### src/logic/rss_pkg.sv
`default_nettype none
package rss_pkg;
	localparam logic [6:0] ADR_CONFIG = 7'h02;
	localparam logic [6:0] ADR_OUT_ADD = 7'h11;
	localparam logic [6:0] ADR_DELAY = 7'h13;
	localparam logic [6:0] ADR_TARGET = 7'h30;
	localparam logic [6:0] ADR_MAX_VELOCITY = 7'h31;
	localparam logic [6:0] ADR_RAMP_PROFILE_MODE = 7'h32;
	localparam logic [6:0] ADR_GEAR = 7'h33;
	localparam logic [6:0] ADR_STATUS = 7'h34;
	localparam int EN_LO = 0;
	localparam int EN_SHADOW = 4;
	localparam int TRIG_LO = 5;
	localparam int TRIG_EXT = 5;
	localparam int POL_BIT = 9;
	localparam int NPAR = 4;
	localparam logic [31:0] CONFIG_RST = 32'h0000_0000;
	localparam logic [31:0] OUT_ADD_RST = 32'h0000_0000;
	localparam logic [31:0] DELAY_RST = 32'h0000_0000;
	localparam logic [31:0] PARAM_RST = 32'h0000_0000;
	localparam logic [31:0] MODE_MASK = 32'h0000_0007;
	localparam logic [2:0] SYNC_RST = 3'h7;
	typedef enum logic [1:0] {
		ST_IDLE = 2'b01,
		ST_WAIT = 2'b10
	} rss_state_e;
	typedef struct packed {
		logic valid;
		logic [6:0] addr;
		logic [31:0] data;
	} rss_wr_s;
	typedef struct packed {
		logic position_compare_event;
		logic velocity_reached;
		logic target_reached;
	} rss_evt_s;
	typedef struct packed {
		logic [31:0] target_position;
		logic [31:0] max_velocity;
		logic [2:0] ramp_profile_mode;
		logic [31:0] step_scaling_factor;
	} rss_param_s;
	typedef struct packed {
		rss_state_e st;
		logic [31:0] cfg;
		logic [31:0] out_add;
		logic [31:0] delay;
		logic [31:0] dcnt;
		logic [31:0] ocnt;
		logic out_on;
		logic start;
		logic [2:0] pin_sync;
		logic pin_lvl;
		logic [2:0] ev_prev;
		logic [NPAR-1:0][31:0] act;
		logic [NPAR-1:0][31:0] pend;
		logic [NPAR-1:0] pflag;
		logic [31:0] rd_data;
	} rss_state_s;
	// parameter index 0..3 follows the start_en bit order
	function automatic logic [6:0] par_addr(input int i);
		case (i)
			0: return ADR_TARGET;
			1: return ADR_MAX_VELOCITY;
			2: return ADR_RAMP_PROFILE_MODE;
			default: return ADR_GEAR;
		endcase
	endfunction
	function automatic logic [31:0] par_mask(input int i);
		return (i == 2) ? MODE_MASK : 32'hffff_ffff;
	endfunction
endpackage
`default_nettype wire

### src/logic/rss_top.sv
// Contract
// - trigger is an edge, not start
// - trigger plus delay gives one start
// - trigger field zero disables starts
// - bit0 clear: start pin drives output
// - bit0 set: filtered pin edge triggers
// - bit1 enables target reached trigger
// - bit2 enables velocity reached trigger
// - bit3 enables position compare trigger
// - trigger sources combine independently
// - undeferred writes apply at once
// - start_en0 defers target position
// - start_en1 defers maximum velocity
// - start_en2 defers ramp profile mode
// - start_en3 defers step scaling factor
// - start_en4 loads shadow set on start
// - deferral bits act independently
// - start follows trigger after delay plus two cycles
// - start pin active low unless inverted
// - output pulse lasts one plus extension
`timescale 1ns/1ps
`default_nettype none
module rss_top (
	input wire logic clk,
	input wire logic reset,
	input wire rss_pkg::rss_wr_s wr,
	input wire logic [6:0] rd_addr,
	output logic [31:0] rd_data,
	input wire rss_pkg::rss_evt_s evt,
	input wire logic start_pin_in,
	output logic start_pin_out,
	output logic start_pin_oe,
	output logic start_signal,
	output logic shadow_load,
	output logic timer_busy,
	output rss_pkg::rss_param_s param
);
	rss_pkg::rss_state_s s;
	rss_pkg::rss_state_s next_s;
	logic [3:0] trig;
	logic pol;
	logic [2:0] ev_now;
	logic [2:0] ev_rise;
	logic pin_agree;
	logic ext_edge;
	logic fire_int;
	logic fire_ext;
	logic fire;

	assign trig = s.cfg[rss_pkg::TRIG_LO +: 4];
	assign pol = s.cfg[rss_pkg::POL_BIT];
	assign ev_now = {evt.position_compare_event, evt.velocity_reached,
		evt.target_reached};

	// only the rising edge of an event counts as a trigger
	assign ev_rise = ev_now & ~s.ev_prev;

	// second and third stage agree before a change counts
	assign pin_agree = (s.pin_sync[1] == s.pin_sync[2]);

	// edge into the active level; pol clear means high to low
	assign ext_edge = pin_agree && (s.pin_sync[2] != s.pin_lvl) &&
		(s.pin_sync[2] == pol);

	// each source gated by its own select bit
	assign fire_int = |(ev_rise & trig[3:1]);

	// pin edges only count while the pin is an input
	assign fire_ext = trig[0] && ext_edge;

	// simultaneous triggers merge into one timing process
	assign fire = fire_int || fire_ext;

	always_comb begin
		next_s = s;
		next_s.start = 1'b0;
		next_s.pin_sync = {s.pin_sync[1:0], start_pin_in};
		if (pin_agree) begin
			next_s.pin_lvl = s.pin_sync[2];
		end
		next_s.ev_prev = ev_now;

		// delay timer; triggers during a wait are ignored
		unique case (s.st)
			rss_pkg::ST_IDLE: begin
				if (fire) begin
					next_s.st = rss_pkg::ST_WAIT;
					next_s.dcnt = s.delay;
				end
			end
			rss_pkg::ST_WAIT: begin
				if (s.dcnt == 32'h0000_0000) begin
					next_s.st = rss_pkg::ST_IDLE;
					// no start while trigger field is zero
					next_s.start = (trig != 4'h0);
				end else begin
					next_s.dcnt = s.dcnt - 32'h0000_0001;
				end
			end
			default: begin
				next_s.st = rss_pkg::ST_IDLE;
			end
		endcase

		// pin pulse: one cycle plus extension
		if (s.start) begin
			next_s.out_on = 1'b1;
			next_s.ocnt = s.out_add;
		end else if (s.out_on) begin
			if (s.ocnt == 32'h0000_0000) begin
				next_s.out_on = 1'b0;
			end else begin
				next_s.ocnt = s.ocnt - 32'h0000_0001;
			end
		end

		for (int i = 0; i < rss_pkg::NPAR; i++) begin
			// pending value moves on start
			if (s.start && s.pflag[i]) begin
				next_s.act[i] = s.pend[i];
				next_s.pflag[i] = 1'b0;
			end
			// a write in the start cycle stays pending: set wins
			if (wr.valid && wr.addr == rss_pkg::par_addr(i)) begin
				// bit i defers parameter i alone
				if (s.cfg[rss_pkg::EN_LO + i]) begin
					next_s.pend[i] = wr.data & rss_pkg::par_mask(i);
					next_s.pflag[i] = 1'b1;
				end else begin
					next_s.act[i] = wr.data & rss_pkg::par_mask(i);
				end
			end
		end

		if (wr.valid) begin
			unique case (wr.addr)
				rss_pkg::ADR_CONFIG: begin
					next_s.cfg = wr.data;
				end
				rss_pkg::ADR_OUT_ADD: begin
					next_s.out_add = wr.data;
				end
				rss_pkg::ADR_DELAY: begin
					next_s.delay = wr.data;
				end
				default: begin
				end
			endcase
		end

		// read data registered; unmapped addresses read zero
		unique case (rd_addr)
			rss_pkg::ADR_CONFIG: begin
				next_s.rd_data = s.cfg;
			end
			rss_pkg::ADR_OUT_ADD: begin
				next_s.rd_data = s.out_add;
			end
			rss_pkg::ADR_DELAY: begin
				next_s.rd_data = s.delay;
			end
			rss_pkg::ADR_TARGET: begin
				next_s.rd_data = s.act[0];
			end
			rss_pkg::ADR_MAX_VELOCITY: begin
				next_s.rd_data = s.act[1];
			end
			rss_pkg::ADR_RAMP_PROFILE_MODE: begin
				next_s.rd_data = s.act[2];
			end
			rss_pkg::ADR_GEAR: begin
				next_s.rd_data = s.act[3];
			end
			rss_pkg::ADR_STATUS: begin
				next_s.rd_data = {26'h000_0000, s.pflag,
					s.st == rss_pkg::ST_WAIT, s.out_on};
			end
			default: begin
				next_s.rd_data = 32'h0000_0000;
			end
		endcase
	end

	always_ff @(posedge clk) begin
		if (reset) begin
			s <= '{st: rss_pkg::ST_IDLE,
				cfg: rss_pkg::CONFIG_RST,
				out_add: rss_pkg::OUT_ADD_RST,
				delay: rss_pkg::DELAY_RST,
				pin_sync: rss_pkg::SYNC_RST,
				pin_lvl: 1'b1,
				act: {rss_pkg::NPAR{rss_pkg::PARAM_RST}},
				default: '0};
		end else begin
			s <= next_s;
		end
	end

	assign rd_data = s.rd_data;
	assign start_signal = s.start;
	// shadow set load follows each start when enabled
	assign shadow_load = s.start && s.cfg[rss_pkg::EN_SHADOW];
	assign timer_busy = (s.st == rss_pkg::ST_WAIT);
	// pin driven as output only while external trigger is off
	assign start_pin_oe = ~s.cfg[rss_pkg::TRIG_EXT];
	// idle level is the inverse of the active level
	assign start_pin_out = s.out_on ? pol : ~pol;
	assign param.target_position = s.act[0];
	assign param.max_velocity = s.act[1];
	assign param.ramp_profile_mode = s.act[2][2:0];
	assign param.step_scaling_factor = s.act[3];
endmodule
`default_nettype wire
### config.mk
export PLATFORM = sky130hd
export DESIGN_NAME = rss_top
export DESIGN_NICKNAME = d
export VERILOG_FILES = /design/src/logic/rss_pkg.sv /design/src/logic/rss_top.sv
export SDC_FILE = /design/constraint.sdc
export NUM_CORES = 1
export LEC_CHECK = 0
export BUFFER_PORTS_ARGS = -buffer_cell sky130_fd_sc_hd__buf_4
export CAP_MARGIN = 5
export CELL_PAD_IN_SITES_DETAIL_PLACEMENT = 2
export CELL_PAD_IN_SITES_GLOBAL_PLACEMENT = 2
export CORE_MARGIN = 2
export CORE_UTILIZATION = 38
export CTS_CLUSTER_DIAMETER = 100
export DETAILED_ROUTE_END_ITERATION = 6
export HOLD_SLACK_MARGIN = 0.15
export PLACE_DENSITY_LB_ADDON = 0.1
export SYNTH_ARGS = -nofsm -noshare
export SYNTH_HDL_FRONTEND = slang
export SYNTH_SLANG_ARGS = --single-unit
export TNS_END_PERCENT = 30
### constraint.sdc
create_clock -name clk -period 7 [get_ports clk]
set_clock_uncertainty 0.2 [all_clocks]
set_input_delay 0.35 -clock clk [delete_from_list [all_inputs] [get_ports clk]]
set_output_delay 0.35 -clock clk [all_outputs]
set_load 0.01 [all_outputs]
==> impl_results.html <==
<table>
<tr><th>Metric</th><th>Value</th></tr>
<tr><th colspan="2">Run status</th></tr>
<tr><td>Outcome</td><td>finished clean</td></tr>
<tr><th colspan="2">Pwr</th></tr>
<tr><td>Net Sw Power</td><td>0.00130 W</td></tr>
<tr><td>Sequential cell fraction of total power</td><td>45.1%</td></tr>
<tr><td>Internal power summed over all cells</td><td>0.00421 W</td></tr>
<tr><td>Peak supply drop</td><td>0.150 mV</td></tr>
<tr><td>Combinational share of power</td><td>4.1%</td></tr>
<tr><td>Power per cell area</td><td>245 nW/um^2</td></tr>
<tr><td>Clock power frac</td><td>50.8%</td></tr>
<tr><td>Tot Pwr</td><td>0.00551 W</td></tr>
<tr><td>Sw frac</td><td>23.5%</td></tr>
<tr><td>Leakage component of the power</td><td>8.15 nW</td></tr>
<tr><th colspan="2">CTS</th></tr>
<tr><td>Maximum buffer depth of the clock tree</td><td>3</td></tr>
<tr><td>Deepest level of the CTS H-tree</td><td>2</td></tr>
<tr><td>Number of clock sinks seen by CTS</td><td>434</td></tr>
<tr><td>Number of buffers added for setup after CTS</td><td>0</td></tr>
<tr><td>Clock root buffer</td><td>sky130_fd_sc_hd__clkbuf_16</td></tr>
<tr><td>Quantity of gates resized following cts</td><td>0</td></tr>
<tr><td>Clk pin slew, worst setup/hold paths</td><td>0.06 ns</td></tr>
<tr><td>CTS buffer count</td><td>50</td></tr>
<tr><td>Hold Buf Count CTS</td><td>48</td></tr>
<tr><td>CTS tree</td><td>built</td></tr>
<tr><td>Clock Latency Late Sink</td><td>0.60 ns</td></tr>
<tr><th colspan="2">Yosys</th></tr>
<tr><td>Warnings, synthesis</td><td>0</td></tr>
<tr><td>Post-synth top area share</td><td>44.5%</td></tr>
<tr><td>Largest area contributor in the netlist</td><td>sky130_fd_sc_hd__dfxtp_1</td></tr>
<tr><td>Synthesized cell area</td><td>19500 um^2</td></tr>
<tr><td>Number of standard cells after synthesis</td><td>2476</td></tr>
<tr><td>Share of async-settable or async-resettable flops after synthesis</td><td>0%</td></tr>
<tr><td>Yosys reg bits</td><td>434</td></tr>
<tr><td>Top cells by area, synth</td><td>sky130_fd_sc_hd__dfxtp_1 (44%), sky130_fd_sc_hd__nand2_1 (11%), sky130_fd_sc_hd__a21oi_1 (7.1%), sky130_fd_sc_hd__buf_4 (5.0%), sky130_fd_sc_hd__clkbuf_1 (4.1%)</td></tr>
<tr><td>Number of flops mapped to enable cells by yosys</td><td>0</td></tr>
<tr><td>Number of unique standard cell types used by synthesis</td><td>66</td></tr>
<tr><td>Post-Synthesis Mean Instance Area</td><td>7.89 um^2</td></tr>
<tr><td>Most used flip-flop cell after synthesis</td><td>sky130_fd_sc_hd__dfxtp_1</td></tr>
<tr><td>Net count after synthesis</td><td>2532</td></tr>
<tr><td>Proportion of synthesized chip area in sequential cells</td><td>44.5%</td></tr>
<tr><th colspan="2">Floorplan</th></tr>
<tr><td>Site Rows</td><td>83</td></tr>
<tr><td>Floorplan die height</td><td>231 um</td></tr>
<tr><td>IO Count</td><td>189</td></tr>
<tr><td>Floorplan die area</td><td>53300 um^2</td></tr>
<tr><td>Starting utilization of the core area</td><td>38.2%</td></tr>
<tr><td>Core Area</td><td>51100 um^2</td></tr>
<tr><td>Die width</td><td>231 um</td></tr>
<tr><th colspan="2">Timing</th></tr>
<tr><td>Final Setup Violations</td><td>0</td></tr>
<tr><td>Worst Tran Pin Value</td><td>1.24 ns</td></tr>
<tr><td>Aggregate negative setup slack</td><td>0 ns</td></tr>
<tr><td>Final-report hold violation count</td><td>0</td></tr>
<tr><td>Minimum clock period after layout</td><td>3.49 ns</td></tr>
<tr><td>Unrepaired setup endpoints after global routing</td><td>false</td></tr>
<tr><td>Max-slew violation count</td><td>0</td></tr>
<tr><td>Maximum operating frequency</td><td>0.286 GHz</td></tr>
<tr><td>Post-route clock period utilization</td><td>49.9%</td></tr>
<tr><td>Max_slew headroom</td><td>17.0%</td></tr>
<tr><th colspan="2">Layout</th></tr>
<tr><td>Design Area, Final</td><td>22500 um^2</td></tr>
<tr><td># diodes</td><td>0</td></tr>
<tr><td>Final non-filler cell total</td><td>3161</td></tr>
<tr><td>Number of fill cells</td><td>5767</td></tr>
<tr><td>Layout overhead on the synthesized area</td><td>15.2%</td></tr>
<tr><td>Post-layout util</td><td>44.0%</td></tr>
<tr><td>Nets@finish</td><td>2497</td></tr>
<tr><td>Fraction of final layout cells with drive strength greater than 1</td><td>13.6%</td></tr>
<tr><th colspan="2">Place</th></tr>
<tr><td>Input/output buffers</td><td>188</td></tr>
<tr><td>Post-DP HPWL</td><td>51300 um</td></tr>
<tr><td>Routability congestion estimate from global placement</td><td>0.830</td></tr>
<tr><td>Placed Cells</td><td>3021</td></tr>
<tr><td>Placed inst area</td><td>20300 um^2</td></tr>
<tr><th colspan="2">Job</th></tr>
<tr><td>Total of max-cap violations</td><td>0</td></tr>
<tr><th colspan="2">GRT</th></tr>
<tr><td>Antenna violations before repair</td><td>0</td></tr>
<tr><td>Maximum number of pins on one net before global-route repair</td><td>112</td></tr>
<tr><td>Aggregate global-route resource usage</td><td>29.4%</td></tr>
<tr><td>First-pass GRT wire length</td><td>122000 um</td></tr>
<tr><td>Total grt overflow</td><td>0</td></tr>
<tr><td>Vias in the first global route</td><td>19800</td></tr>
<tr><th colspan="2">Setup path</th></tr>
<tr><td>Cell at the slowest stage of the critical path</td><td>sky130_fd_sc_hd__nand2_1</td></tr>
<tr><td>Start-to-end type of the worst setup path</td><td>flop to flop</td></tr>
<tr><td>Setup crit end kind</td><td>flop</td></tr>
<tr><td>Crit start category</td><td>flop</td></tr>
<tr><td>Delay contributed by the slowest stage of the critical path</td><td>0.96 ns</td></tr>
<tr><td>Required time of the worst setup path</td><td>7.31 ns</td></tr>
<tr><td>Endpoint arrival time on the critical path</td><td>3.80 ns</td></tr>
<tr><td>Cells traversed along the worst timing path</td><td>or4_1, nor4_1, nand4_1, nand2_1, o21ai_0, a21oi_1</td></tr>
<tr><td>Maximum fanout count along the critical path</td><td>33</td></tr>
<tr><th colspan="2">Detailed routing</th></tr>
<tr><td>Count of routing violations after the opening detailed-route iteration</td><td>1122</td></tr>
<tr><td>Number of iterations in the first detailed-routing pass</td><td>6</td></tr>
<tr><td>Number of vias after detailed routing</td><td>18400</td></tr>
<tr><td>Final wirelength</td><td>79100 um</td></tr>
<tr><td>Per-cell routed wire length</td><td>25.0 um</td></tr>
<tr><td>Remaining DRCs</td><td>0</td></tr>
<tr><td>Number of routed nets with antenna violations</td><td>0</td></tr>
<tr><td>Vias per Instance</td><td>5.81</td></tr>
<tr><th colspan="2">Min path</th></tr>
<tr><td>Worst hold path class</td><td>flop to flop</td></tr>
</table>
## per-layer routing
metal	GRT usage, %	wire length, um	part of all wire (%)
met2	48.7	37200	47
met3	3.59	2990	3.8
met1	41.0	37500	47
met5	0	0	0
met4	6.13	1370	1.7
## power groups by stage
stage                     Combinational, W  Sequential [W]  Clock [W]
after detailed placement          0.000203         0.00254          0
final                             0.000227         0.00248    0.00280
after global routing              0.000239         0.00248    0.00294
after CTS                         0.000225         0.00248    0.00284
after floorplan                   0.000114         0.00253          0
after global placement            0.000200         0.00254          0
## worst paths after layout
kind	from	endpoint	slack, ns	cells past startpoint
worst max-delay path	s[339]$_SDFFE_PP0P_	s[361]$_SDFFE_PP0P_	3.51	6
worst min-delay path	next_s[297]$_SDFF_PP1_	next_s[298]$_SDFF_PP1_	0.21	1
worst max register to register	s[339]$_SDFFE_PP0P_	s[361]$_SDFFE_PP0P_	3.51	6
worst min register to register	next_s[297]$_SDFF_PP1_	next_s[298]$_SDFF_PP1_	0.21	1
## cell usage in the layout (no fill, tap or decap), types with 6 or more instances in the layout
cell / n
sky130_fd_sc_hd__buf_4: 219
sky130_fd_sc_hd__o31ai_1: 7
sky130_fd_sc_hd__a21oi_1: 277
sky130_fd_sc_hd__a222oi_1: 6
sky130_fd_sc_hd__nor3_1: 32
sky130_fd_sc_hd__mux2i_1: 67
sky130_fd_sc_hd__or4_1: 12
sky130_fd_sc_hd__nand2_1: 558
sky130_fd_sc_hd__nor4_1: 20
sky130_fd_sc_hd__nand3_1: 83
sky130_fd_sc_hd__a22oi_1: 32
sky130_fd_sc_hd__dfxtp_1: 433
sky130_fd_sc_hd__nand3b_1: 8
sky130_fd_sc_hd__or3_1: 12
sky130_fd_sc_hd__clkbuf_8: 10
sky130_fd_sc_hd__a221oi_1: 27
sky130_fd_sc_hd__o21ai_0: 75
sky130_fd_sc_hd__a31oi_1: 7
sky130_fd_sc_hd__clkbuf_1: 13
sky130_fd_sc_hd__clkinv_2: 7
sky130_fd_sc_hd__bufinv_16: 6
sky130_fd_sc_hd__clkbuf_16: 51
sky130_fd_sc_hd__and3_1: 7
sky130_fd_sc_hd__and2_1: 33
sky130_fd_sc_hd__inv_1: 13
sky130_fd_sc_hd__nor2b_1: 7
sky130_fd_sc_hd__dlygate4sd3_1: 48
sky130_fd_sc_hd__a311oi_1: 69
sky130_fd_sc_hd__xnor2_1: 16
sky130_fd_sc_hd__a211oi_1: 48
sky130_fd_sc_hd__nor2_1: 167
sky130_fd_sc_hd__nand4_1: 6
## critical path: cells and delay by family, from the launching register on
kind / cells / cell delay [ns]
AND/OR/NAND/NOR: 4 / 2.31
flip-flops: 1 / 0.38
AO/OA/AOI/OAI: 2 / 0.50
## logic make-up (layout without fill, tap and decap cells)
| kind of cell | count (synthesis) | in the layout | share of synthesized area (%) |
|---|---|---|---|
| fa+ha+maj | 3 | 3 | 0.192 |
| flops | 434 | 434 | 44.5 |
| xor+xnor | 21 | 21 | 0.941 |
| buf+inv | 369 | 374 | 9.64 |
| compound gates | 591 | 591 | 19.2 |
| simple gates | 986 | 986 | 21.9 |
| mux | 72 | 72 | 3.72 |
## flip-flops by register name, summed over array words and instances (netlist names)
signal / cells
rd_data: 32
param: 99
next_s: 2
s: 299
start_signal: 1
pol: 1
## metrics by stage
step | hold WS (ns) | setup WS [ns]
2_1_floorplan | 0.189 | 4.13
3_3_place_gp | 0.206 | 3.75
3_5_place_dp | 0.203 | 3.55
4_1_cts | 0.167 | 3.51
5_1_grt | 0.232 | 3.29
6_report | 0.215 | 3.51
## cell type report
class	instances	area (um^2)	area share, %
Inverter	14	52.6	0.234
Multi-Input combinational cell	1673	9040	40.2
Tap cell	680	851	3.78
Sequential cell	434	8690	38.6
Clock buffer	74	1460	6.50
Clock inverter	18	272	1.21
Timing Repair Buffer	268	2140	9.51
## cell usage after synthesis, types with 34 or more instances
library cell                 n
sky130_fd_sc_hd__a211oi_1   48
sky130_fd_sc_hd__a21oi_1   277
sky130_fd_sc_hd__a311oi_1   69
sky130_fd_sc_hd__buf_4     131
sky130_fd_sc_hd__clkbuf_1  216
sky130_fd_sc_hd__dfxtp_1   434
sky130_fd_sc_hd__mux2i_1    67
sky130_fd_sc_hd__nand2_1   561
sky130_fd_sc_hd__nand3_1    84
sky130_fd_sc_hd__nor2_1    170
sky130_fd_sc_hd__nor3_1     34
sky130_fd_sc_hd__o21ai_0    75
Power figures use the tool's default switching activity.
